==> src/core/pmtr_pkg.sv <==
package pmtr_pkg;
  localparam int ADDR_W = 21;             // byte pointer width
  localparam int DATA_W = 8;              // latch width
  localparam int WORD_W = 16;             // program memory word width
  localparam int MODE_W = 2;              // pointer update field width
  localparam int OPC_W  = 16;             // instruction width

  // fixed upper opcode bits, compared against instruction bits 15..2
  localparam logic [OPC_W-MODE_W-1:0] OPC_FIXED = 14'h0002;

  // pointer update modes carried in the low opcode bits
  localparam logic [MODE_W-1:0] MODE_KEEP     = 2'h0;
  localparam logic [MODE_W-1:0] MODE_POST_INC = 2'h1;
  localparam logic [MODE_W-1:0] MODE_POST_DEC = 2'h2;
  localparam logic [MODE_W-1:0] MODE_PRE_INC  = 2'h3;

  // quarter phases of one instruction cycle
  localparam logic [1:0] Q1 = 2'h0;
  localparam logic [1:0] Q2 = 2'h1;
  localparam logic [1:0] Q3 = 2'h2;
  localparam logic [1:0] Q4 = 2'h3;

  // reset values
  localparam logic [ADDR_W-1:0] PTR_RST   = 21'h0_0000;
  localparam logic [DATA_W-1:0] LATCH_RST = 8'h00;

  // sequencer states
  typedef enum logic [1:0] {
    PMTR_IDLE,
    PMTR_DECODE,
    PMTR_READ
  } pmtr_state_e;
endpackage : pmtr_pkg

==> src/core/pmtr_table_read.sv <==
`timescale 1ns/1ps
// table read sequencer: decodes the opcode, steps the byte pointer,
// reads program memory and fills the table latch
module pmtr_table_read #(
  parameter int ADDR_W = pmtr_pkg::ADDR_W,
  parameter int DATA_W = pmtr_pkg::DATA_W,
  parameter int WORD_W = pmtr_pkg::WORD_W
) (
  input  wire logic                          core_clk,
  input  wire logic                          rst,
  input  wire logic [pmtr_pkg::OPC_W-1:0]    instrWord,
  input  wire logic                          instrValid,
  input  wire logic                          ptrLoad,
  input  wire logic [ADDR_W-1:0]             ptrLoadData,
  input  wire logic [WORD_W-1:0]             memRdData,
  output logic      [ADDR_W-1:0]             tablePointer,
  output logic      [DATA_W-1:0]             tableLatch,
  output logic      [ADDR_W-2:0]             memAddr,
  output logic                               memRdEn,
  output logic                               busy,
  output logic                               statusHold,
  output logic      [1:0]                    quarter
);
  // the logic splits a word into exactly two bytes by pointer bit zero
  if (ADDR_W < 2 || WORD_W != 2 * DATA_W) begin : g_bad_params
    $error("pmtr_table_read: needs ADDR_W >= 2 and WORD_W == 2*DATA_W");
  end

  // state
  logic [1:0]                       qPhase_reg;   // quarter counter
  pmtr_pkg::pmtr_state_e            state_reg;    // sequencer state
  pmtr_pkg::pmtr_state_e            state_next;
  logic [pmtr_pkg::MODE_W-1:0]      mode_reg;     // captured update mode
  logic [ADDR_W-1:0]                ptr_reg;      // byte pointer
  logic [ADDR_W-1:0]                ptr_next;
  logic [DATA_W-1:0]                latch_reg;    // table latch
  logic [ADDR_W-2:0]                memAddr_reg;  // word address to memory
  logic                             memRdEn_reg;  // read strobe in Q2
  logic [ADDR_W-1:0]                ptrStepped;   // pointer plus or minus one
  logic                             stepDown;     // decrement select
  logic                             accept;       // opcode taken this edge
  logic                             opcMatch;     // opcode is a table read
  logic                             preStep;      // pre-increment edge
  logic                             postStep;     // post update edge
  logic                             latchWrite;   // latch write edge
  logic [DATA_W-1:0]                selByte;      // byte picked from word

  // opcode decode: only the fixed pattern counts, mode rides in the low bits
  assign opcMatch = (instrWord[pmtr_pkg::OPC_W-1:pmtr_pkg::MODE_W] == pmtr_pkg::OPC_FIXED);

  // the decoder offers an instruction at Q1; only taken when idle
  assign accept = instrValid && opcMatch && (qPhase_reg == pmtr_pkg::Q1)
                  && (state_reg == pmtr_pkg::PMTR_IDLE);

  // pre-increment lands at the end of the decode cycle so the read sees it
  assign preStep    = (state_reg == pmtr_pkg::PMTR_DECODE) && (qPhase_reg == pmtr_pkg::Q4)
                      && (mode_reg == pmtr_pkg::MODE_PRE_INC);
  // post modes adjust on the same edge as the latch write, after the read
  assign latchWrite = (state_reg == pmtr_pkg::PMTR_READ) && (qPhase_reg == pmtr_pkg::Q4);
  assign postStep   = latchWrite && ((mode_reg == pmtr_pkg::MODE_POST_INC)
                      || (mode_reg == pmtr_pkg::MODE_POST_DEC));

  // only the post-decrement mode steps downwards
  assign stepDown = (mode_reg == pmtr_pkg::MODE_POST_DEC);

  pmtr_ptr_step #(
    .WIDTH (ADDR_W)
  ) u_step (
    .ptrIn    (ptr_reg),
    .stepDown (stepDown),
    .ptrOut   (ptrStepped)
  );

  // byte select within the fetched word
  always_comb begin
    if (ptr_reg[0]) begin
      selByte = memRdData[WORD_W-1:DATA_W];
    end else begin
      selByte = memRdData[DATA_W-1:0];
    end
  end

  // quarter counter, free running from reset
  always_ff @(posedge core_clk or posedge rst) begin
    if (rst) begin
      qPhase_reg <= pmtr_pkg::Q1;
    end else begin
      qPhase_reg <= qPhase_reg + 2'h1;
    end
  end

  // next state: one decode cycle then one read cycle
  always_comb begin
    state_next = state_reg;
    unique case (state_reg)
      pmtr_pkg::PMTR_IDLE: begin
        if (accept) begin
          state_next = pmtr_pkg::PMTR_DECODE;
        end
      end
      pmtr_pkg::PMTR_DECODE: begin
        if (qPhase_reg == pmtr_pkg::Q4) begin
          state_next = pmtr_pkg::PMTR_READ;
        end
      end
      pmtr_pkg::PMTR_READ: begin
        if (qPhase_reg == pmtr_pkg::Q4) begin
          state_next = pmtr_pkg::PMTR_IDLE;
        end
      end
      default: begin
        state_next = pmtr_pkg::PMTR_IDLE;
      end
    endcase
  end

  // state register
  always_ff @(posedge core_clk or posedge rst) begin
    if (rst) begin
      state_reg <= pmtr_pkg::PMTR_IDLE;
    end else begin
      state_reg <= state_next;
    end
  end

  // mode capture at accept; held for the whole instruction
  always_ff @(posedge core_clk or posedge rst) begin
    if (rst) begin
      mode_reg <= pmtr_pkg::MODE_KEEP;
    end else if (accept) begin
      mode_reg <= instrWord[pmtr_pkg::MODE_W-1:0];
    end
  end

  // pointer next value; a core load while busy is ignored so that the
  // address under read cannot shift mid-instruction
  always_comb begin
    ptr_next = ptr_reg;
    if (preStep || postStep) begin
      ptr_next = ptrStepped;
    end else if (ptrLoad && (state_reg == pmtr_pkg::PMTR_IDLE)) begin
      ptr_next = ptrLoadData;
    end
  end

  // full byte address register, every byte of the space reachable
  always_ff @(posedge core_clk or posedge rst) begin
    if (rst) begin
      ptr_reg <= pmtr_pkg::PTR_RST;
    end else begin
      ptr_reg <= ptr_next;
    end
  end

  // memory address and strobe: address set at Q1, strobe spans Q2
  always_ff @(posedge core_clk or posedge rst) begin
    if (rst) begin
      memAddr_reg <= '0;
      memRdEn_reg <= 1'b0;
    end else begin
      if ((state_next == pmtr_pkg::PMTR_READ) && (state_reg == pmtr_pkg::PMTR_DECODE)) begin
        memAddr_reg <= ptr_next[ADDR_W-1:1];
      end
      memRdEn_reg <= (state_reg == pmtr_pkg::PMTR_READ) && (qPhase_reg == pmtr_pkg::Q1);
    end
  end

  // latch write at the end of Q4; memory holds its word since the address stands
  always_ff @(posedge core_clk or posedge rst) begin
    if (rst) begin
      latch_reg <= pmtr_pkg::LATCH_RST;
    end else if (latchWrite) begin
      latch_reg <= selByte;
    end
  end

  // outputs
  assign tablePointer = ptr_reg;
  assign tableLatch   = latch_reg;
  assign memAddr      = memAddr_reg;
  assign memRdEn      = memRdEn_reg;
  assign quarter      = qPhase_reg;
  assign busy         = (state_reg != pmtr_pkg::PMTR_IDLE);
  // tells the arithmetic unit to keep every status flag as it is
  assign statusHold   = busy;
endmodule : pmtr_table_read

==> src/core/pmtr_ptr_step.sv <==
`timescale 1ns/1ps
// one-step pointer adjuster, shared by the pre and post update paths
module pmtr_ptr_step #(
  parameter int WIDTH = 21
) (
  input  wire logic [WIDTH-1:0] ptrIn,
  input  wire logic             stepDown,
  output logic      [WIDTH-1:0] ptrOut
);
  // wraps at both ends of the address space, as a plain counter would
  always_comb begin
    if (stepDown) begin
      ptrOut = ptrIn - WIDTH'(1);
    end else begin
      ptrOut = ptrIn + WIDTH'(1);
    end
  end
endmodule : pmtr_ptr_step

==> config.mk <==
export PLATFORM = sky130hd
export DESIGN_NAME = pmtr_table_read
export DESIGN_NICKNAME = d
export VERILOG_FILES = /design/src/core/pmtr_pkg.sv /design/src/core/pmtr_table_read.sv /design/src/core/pmtr_ptr_step.sv
export SDC_FILE = /design/constraint.sdc
export NUM_CORES = 1
export LEC_CHECK = 0
export BUFFER_PORTS_ARGS = -buffer_cell sky130_fd_sc_hd__buf_2
export CAP_MARGIN = 20
export CORE_MARGIN = 2
export CORE_UTILIZATION = 54
export CTS_CLUSTER_DIAMETER = 40
export DETAILED_ROUTE_END_ITERATION = 8
export PLACE_DENSITY = 0.81
export REMOVE_ABC_BUFFERS = 1
export SLEW_MARGIN = 20
export SYNTH_ARGS = -nofsm -noshare
export SYNTH_HDL_FRONTEND = slang
export SYNTH_SLANG_ARGS = --single-unit
==> constraint.sdc <==
create_clock -name core_clk -period 3.9 [get_ports core_clk]
set_input_delay 0.585 -clock core_clk [delete_from_list [all_inputs] [get_ports core_clk]]
set_output_delay 0.585 -clock core_clk [all_outputs]
set_load 0.02 [all_outputs]
Word-level counts from Yosys, hierarchy flattened --
Cells that the tools add are included.
Word-level totals: logic and storage cells 43, input bits 57, bits in registers 56, output and inout port bits 54
Operators by class: eq/ne operators 8, mux-type cells 8, reductions and logical operators 16, add/subtract/negate cells 3
Operators with widths (number):
- 21-bit 2-to-1 mux | 3
- 21-bit by 1-bit adder with 21-bit output, second input constant | 1
- 21-bit by 1-bit subtractor with 21-bit output, second input constant | 1
- 14-bit by 2-bit == test with 1-bit output, second input constant | 1
- 2-bit == test, second input constant | 5
- 1-bit logical AND | 10
- 8-bit 2-to-1 mux | 1
- 2-bit 2-to-1 mux | 3
- 2-bit one-hot mux with 3 select lines | 1
- 2-bit by 1-bit == test with 1-bit output, second input constant | 2
- 2-bit zero test | 2
- 2-bit nonzero test | 2
- 2-bit by 1-bit adder with 2-bit output, second input constant | 1
- 1-bit logical OR | 2

Longest topological paths before layout --
Gate-level depths: netlist (run 1).
depth after elaboration 8, mapped depth 15, gate-level depth less buffers 10

By module --
A second synthesis (run 1) with hierarchy kept.
Unflattened totals: cells, all modules 371, area total of the unflattened synthesis 3846.2 µm²
By module, submodules not included:
- pmtr_table_read | cells each 227, seq. area each 1401.3 µm², area an instance 2728.9 µm², instances 1
- pmtr_ptr_step | cells each 144, seq. area each 0.0 µm², area an instance 1117.3 µm², instances 1

Worst setup path before layout (run 1) --
No wires, ideal clock.
path type register -> register, start point register mode_reg[0] (netlist bit), end point register memAddr_reg[3], in the netlist memAddr[3], stages on the path, launching flop included 16, required time 3.775 ns, period minus slack after synthesis 3.200 ns, library setup time 0.125 ns, arrival time 3.075 ns, buffers on the path 5, path slack 0.700 ns, cell sequence dfrtp_1 > inv_1 > ha_1 > buf_4 > buf_4 > buf_2 > buf_2 > xor2_1 > ha_1 > nand4bb_1 > and4_1 > buf_2 > xnor2_1 > a21o_1 > a221o_1 > mux2_2
Between the ends: longest elaborated chain between the ends 5, elaborated cells between the ends (all ways) 9, classes of those cells eq/ne (3); mux (2); reduce/logical (4)
RTL lines:
- start, declared | RTL line pmtr_table_read.sv:33 | logic [pmtr_pkg::MODE_W-1:0] mode_reg;
- start signal, assigned | RTL line pmtr_table_read.sv:129 | mode_reg <= pmtr_pkg::MODE_KEEP;
- start signal, assigned | RTL line pmtr_table_read.sv:131 | mode_reg <= instrWord[pmtr_pkg::MODE_W-1:0];
- 2-bit by 1-bit == test with 1-bit output or 2-bit == test (tied branches) | RTL line pmtr_table_read.sv:60, pmtr_table_read.sv:61, pmtr_table_read.sv:64
- 1-bit logical OR | RTL line pmtr_table_read.sv:61 | || (mode_reg == pmtr_pkg::MODE_POST_DEC));
- 1-bit logical AND | RTL line pmtr_table_read.sv:60 | assign postStep = latchWrite && ((mode_reg == pmtr_pkg::MODE_POST_INC)
- 1-bit logical OR | RTL line pmtr_table_read.sv:139 | if (preStep || postStep) begin
- 21-bit 2-to-1 mux * | RTL line pmtr_table_read.sv:139
- via ptr_next[4] | RTL line pmtr_table_read.sv:35 | logic [ADDR_W-1:0] ptr_next;
- end signal, assigned | RTL line pmtr_table_read.sv:162 | memAddr_reg <= ptr_next[ADDR_W-1:1];
- end, declared | RTL line pmtr_table_read.sv:37 | logic [ADDR_W-2:0] memAddr_reg;
Mark *: on every way through the listed nets, which the timed path passes. The rest lies on a longest branch. A chain may end at the register's enable or synchronous reset.

Worst setup path in the final report (run 1) --
start point register mode_reg[0] (netlist bit), end point register memAddr_reg[14], in the netlist memAddr[14]
The elaborated chain is that of the path after synthesis.

==> reports/qor.yml, run 1 <==
ys_warn_count: 0
p_sw_uw: 388.6
grt_antenna_before_repair: 0
clock_sinks: 56
fin_ws_ns: 0.9399
power_density_nw_per_um2: 260.2
drv_slew: 0
fillers: 642
dp_hpwl_um: 8151
grt_pass1_vias: 3906
tightestPinTransition_ns: 0.9330
fin_cells: 682
io_pins: 111
finClkSkew_ns: 0.009182
timing.rr.start: "mode_reg[0]"
timing.final.crit_share_pct: 75.90
synth_seq_area_share_pct: 33.12
area_growth_syn_to_layout_pct: 15.46
insertion_delay_ns: 0.32
hold_viol_final: 0
layout-drive-gt1-share_pct: 26.55
internal_power_uw: 882.7
critical_path_required_ns: 4.11
die_y_um: 92.52
wl_um: 11520
slowest_stage: "ha_2"
cpMostUsedCell: "buf_4"
syn_inst: 495
critical_path.max_fanout: 29
tritoncts: "done"
clkSlewWorstSetupHoldPaths_ns: 0.10
first_pass_iters: 6
rsz0062_at_grt: "false"
cts_hold_buffers: 0
io_buffers: 110
reg2reg_setup_slack_ns: 0.94
drt.antenna.violating_nets: 0
outcome: "completed"
post-route-drc-count: 0
max_stage_delay_ns: 0.44
fin_nets: 642
grt_max_degree: 53
die_w_um: 92.52
post-route-util_pct: 63.89
grt_pass1_wl_um: 19210
hp-class: "in -> async"
cap_violations: 0
ys.flop_type: "dfrtp_1"
num_rows: 32
ys_types: 72
post-cts-setup-buffer-count: 0
finalSetupViolCount: 0
num_antenna_cells: 0
coreArea_um2: 7647
syn_area_um2: 4232
dieArea_um2: 8560
max_freq_mhz: 337.8
synth_enable_flop_cells: 0
timing.rr.end: "memAddr[14]"
combPwrFrac_pct: 16.7
vdd_ir_drop_max_mv: 0.2004
path_cells: "inv_1, ha_2, buf_4, buf_4, and3b_1, a32oi_1, o2bb2ai_1, o21ai_0, a31o_1, mux2_2"
largest_reg_flops: 21
r2r_cells: 10
routed-via-count: 4166
initial_utilization_pct: 55.33
syn_area_per_cell_um2: 8.549
fin_crit_ns: 2.960
async_flop_share_pct: 100.0
worst_hold_slack_ns: 0.4211
place_ws_ns: 1.016
drt_iter0_markers: 353
root_buffer: "clkbuf_8"
arrival_ns: 3.17
wl_per_cell_um: 16.89
fin_setup_tns_ns: 0
gp_congestion: 0.9849
max_slew_margin_pct: 37.80
synth-seq-cells: 56
final_cell_mix: "buf_2, dfrtp_1, nand2_1, nor2_1, o21ai_0"
grt_overflow_total: 0
numPlacedInstances: 674
post_cts_resized: 0
switching_share_pct: 30.57
start_kind: "flop"
clockPowerShare_pct: 30.5
p_leak_uw: 0.002177
criticalPathCategory: "reg -> reg"
seq_power_share_pct: 52.8
numCtsBuffers: 5
clockBufferDepth: 2
grt_usage_pct: 27.46
endpoint_kind: "flop"
via_per_inst: 6.109
htreeDepth: 2
layout_commonest_cell: "buf_2"
logic make-up (layout without fill, tap and decap cells):
logic type	Yosys count	after routing	share of synthesized area (%)
adder cells (fa/ha/maj)	6	6	1.774
multiplexers	28	28	6.919
AND/OR/NAND/NOR	175	175	22.12
XOR/XNOR	20	20	4.140
AO/OA/AOI/OAI	154	154	25.61
flip-flops	56	56	33.12
buffers and inverters	56	141	6.327
metrics by stage:
stage,total power (uW),area [um2]
6_report,1271,4886
5_1_grt,1332,4886
4_1_cts,1281,4885
3_5_place_dp,891.0,4773
3_3_place_gp,883.7,4773
2_1_floorplan,796.9,4016
worst max-delay path: cells and delay by family (launching register included):
family | cells | cell delay (ns)
buffers and inverters | 3 | 0.76
AO/OA/AOI/OAI | 4 | 0.77
multiplexers | 1 | 0.26
AND/OR/NAND/NOR | 1 | 0.21
adder cells (fa/ha/maj) | 1 | 0.44
flip-flops | 1 | 0.39
power by group through the flow:
stage               combinational, uW  sequential, uW  clock, uW
global route                      233             679        420
finish                            212             671        388
CTS                               212             669        400
global placement                  205             679          0
floorplan                         111             686          0
detailed placement                211             680          0
worst max path at each step:
stage	startpoint	cells after the start	endpoint
after floorplan	mode_reg[0]	10	memAddr[3]
after global placement	mode_reg[0]	10	memAddr[15]
after detailed placement	mode_reg[0]	10	memAddr[14]
after CTS	mode_reg[0]	10	memAddr[14]
after global routing	mode_reg[0]	10	memAddr[18]
final	mode_reg[0]	10	memAddr[14]
Yosys cell counts, drive strengths merged (2+ instances only):
library cell	number	area [um2]
dfrtp	56	1401
nand2	43	161.4
nor2	39	146.4
o21ai	35	175.2
a21oi	27	135.1
buf	24	146.4
clkbuf	18	68.81
mux2i	18	180.2
xnor2	18	157.7
nor3	16	80.08
inv	14	52.55
nand3	12	60.06
a21o	10	75.07
mux2	10	112.6
nor3b	9	83.83
o211ai	9	72.57
nor4	8	50.05
a22oi	7	52.55
a31oi	7	43.79
a32oi	7	61.31
and2	7	43.79
a211oi	6	55.05
a221o	6	60.06
and3b	6	52.55
ha	6	75.07
o21a	6	45.04
o31a	6	52.55
or2	5	31.28
or3	5	31.28
nand4	4	25.02
nor2b	4	25.02
a31o	3	26.28
a32o	3	30.03
and3	3	18.77
and4b	3	30.03
o2111ai	3	26.28
o22ai	3	18.77
o31ai	3	22.52
and4	2	17.52
nand2b	2	12.51
o41ai	2	25.03
xor2	2	17.52
final cells by class:
class | count | area, um2 | area share (%)
inverter | 14 | 53.80 | 1.101
sequential | 56 | 1401 | 28.68
multi-input combinational | 383 | 2574 | 52.68
timing repair buffer | 119 | 618.1 | 12.65
clock buffer | 5 | 68.82 | 1.408
clock inverter | 3 | 42.54 | 0.8707
tap | 102 | 127.6 | 2.612
per-layer routing:
layer / part of all wire [%] / GRT usage (%) / routed length [um] / vias up
li1: - / - / - / 2001
met1: 43 / 37.51 / 4906 / 1965
met2: 48 / 45.32 / 5543 / 173
met3: 7.1 / 4.557 / 823 / 27
met4: 2.1 / 7.338 / 243 / 0
met5: 0 / 0 / 0 / -
No activity file was read; power rests on OpenSTA's default activity.
==> run 2: changes to the inputs <==
==> constraint.sdc (replaced) <==
create_clock -name core_clk -period 2.8 [get_ports core_clk]
set_input_delay 0.42 -clock core_clk [delete_from_list [all_inputs] [get_ports core_clk]]
set_output_delay 0.42 -clock core_clk [all_outputs]
set_load 0.02 [all_outputs]
==> run 2 against run 1 <==
  * Global-route usage is 1.9 points higher
  * Die area stayed put
  * Register-to-register slack worse by 0.73 ns
  * Highest routed layer unchanged
  * Power is 36% higher
==> reports/qor.yml, run 2 (synthesis results as in run 1) <==
outcome: "completed"
grt_pass1_wl_um: 20330  # +5.9%
fin_nets: 654  # +1.9%
hold_viol_final: 0  # unchanged
insertion_delay_ns: 0.32  # about the same
p_leak_uw: 0.002235  # +2.6%
start_kind: "flop"
fin_crit_ns: 2.588  # -0.3717 ns
cts_hold_buffers: 0  # unchanged
max_freq_mhz: 386.3  # +14%
finClkSkew_ns: 0.007793  # -0.001389 ns
grt_antenna_before_repair: 0  # unchanged
grt_overflow_total: 0  # unchanged
timing.rr.start: "mode_reg[0]"
num_rows: 32  # unchanged
fin_ws_ns: 0.2116  # -0.7283 ns
layout_commonest_cell: "buf_2"
layout-drive-gt1-share_pct: 28.72  # +2.2 points
r2r_cells: 9  # -1
rsz0062_at_grt: "false"
io_pins: 111  # unchanged
finalSetupViolCount: 0  # unchanged
combPwrFrac_pct: 19.1  # +2.4 points
grt_usage_pct: 29.31  # +1.9 points
area_growth_syn_to_layout_pct: 18.63
post-cts-setup-buffer-count: 0  # unchanged
first_pass_iters: 5  # -1
dp_hpwl_um: 8743  # +7.3%
coreArea_um2: 7647  # unchanged
gp_congestion: 0.9229  # -6.3%
die_y_um: 92.52  # unchanged
largest_reg_flops: 21  # unchanged
critical-path-top-delay-family: "simple AND/OR/NAND/NOR gates"
arrival_ns: 2.80  # -0.37 ns
seq_power_share_pct: 53.1  # +0.3 points
clockPowerShare_pct: 27.8  # -2.7 points
max_stage_delay_ns: 0.40  # -0.04 ns
path_cells: "inv_1, ha_4, buf_12, nor3b_2, a32o_1, a211oi_1, or3_1, a31o_1, mux2_2"
drt_iter0_markers: 436  # +24%
clockBufferDepth: 2  # unchanged
max_slew_margin_pct: 52.76  # +15 points
wl_um: 12150  # +5.5%
criticalPathCategory: "reg -> reg"
routed-via-count: 4284  # +2.8%
final_cell_mix: "buf_2, dfrtp_1, nand2_1, nor2_1, o21ai_0"
grt_pass1_vias: 4119  # +5.5%
root_buffer: "clkbuf_8"
critical_path_required_ns: 3.01  # -1.10 ns
slowest_stage: "dfrtp_1"
num_antenna_cells: 0  # unchanged
numCtsBuffers: 5  # unchanged
drv_slew: 0  # unchanged
switching_share_pct: 31.87  # +1.3 points
grt_max_degree: 57  # +7.5%
place_ws_ns: 0.1741  # -0.8416 ns
via_per_inst: 6.173  # +1.1%
wl_per_cell_um: 17.51  # +3.7%
power_density_nw_per_um2: 344.1  # +32%
io_buffers: 110  # unchanged
htreeDepth: 2  # unchanged
endpoint_kind: "flop"
die_w_um: 92.52  # unchanged
clock_sinks: 56  # unchanged
post-route-drc-count: 0  # unchanged
tightestPinTransition_ns: 0.7086  # -0.2244 ns
p_sw_uw: 550.4  # +42%
initial_utilization_pct: 55.33  # unchanged
dieArea_um2: 8560  # unchanged
clkSlewWorstSetupHoldPaths_ns: 0.11  # about the same
tritoncts: "done"
reg2reg_setup_slack_ns: 0.21  # -0.73 ns
cap_violations: 0  # unchanged
fin_setup_tns_ns: 0  # unchanged
critical_path.max_fanout: 39  # +34%
vdd_ir_drop_max_mv: 0.2791  # +39%
crit_buf_inv: 2  # -1
drt.antenna.violating_nets: 0  # unchanged
internal_power_uw: 1177  # +33%
hp-class: "in -> async"
timing.final.crit_share_pct: 92.44  # +17 points
timing.rr.end: "memAddr[15]"
-- run 2: per-stage QoR --
stage	cells	hold slack [ns]	cell area, um2	utilization [%]	total power (uW)
2_1_floorplan	453	0.5368	4016	-	1110
5_1_grt	694	0.3160	5020	65.64	1814
3_5_place_dp	686	0.4672	4901	64.09	1258
6_report	694	0.2984	5020	65.64	1727
3_3_place_gp	686	0.4517	4901	64.09	1248
4_1_cts	694	0.3090	4999	65.36	1739
-- run 2: worst max-delay path by stage --
stage | from | end | cells after the start
3_3_place_gp | mode_reg[0] | memAddr[15] | 9
6_report | mode_reg[0] | memAddr[15] | 9
5_1_grt | mode_reg[0] | memAddr[15] | 10
4_1_cts | mode_reg[0] | memAddr[15] | 9
2_1_floorplan | mode_reg[0] | memAddr[3] | 10
3_5_place_dp | mode_reg[0] | memAddr[3] | 10
-- run 2: power by group through the flow --
| stage | logic [uW] | registers, uW | clock network (uW) |
|---|---|---|---|
| final | 330 | 918 | 480 |
| after global routing | 365 | 926 | 524 |
| after global placement | 319 | 929 | 0 |
| after detailed placement | 327 | 931 | 0 |
| after CTS | 329 | 915 | 495 |
| after floorplan | 154 | 956 | 0 |
-- run 2: metal layers --
layer	vias up	GRT usage, %	routed length [um]
li1	2029	-	-
met1	2052	39.76	5305
met2	173	47.99	5897
met3	30	5.126	688
met4	0	8.706	262
met5	-	0	0
-- run 2: timing repair --
action	CTS	global route
endpoints found under the hold margin	0	0
endpoints found under the setup margin	0	7
gates resized for setup	0	6
-- run 2: final cells by class --
class,count,area (um2)
Fill cell,678,2628
Multi-Input combinational cell,383,2595
Sequential cell,56,1401
Timing Repair Buffer,131,745.7
Tap cell,102,127.6
Clock buffer,6,82.58
Inverter,14,52.55
Clock inverter,2,15.01
-- run 2: worst min-delay path, stage by stage --
cell	delay (ns)
buf_2	0.11
inv_2	0.03
buf_4	0.56
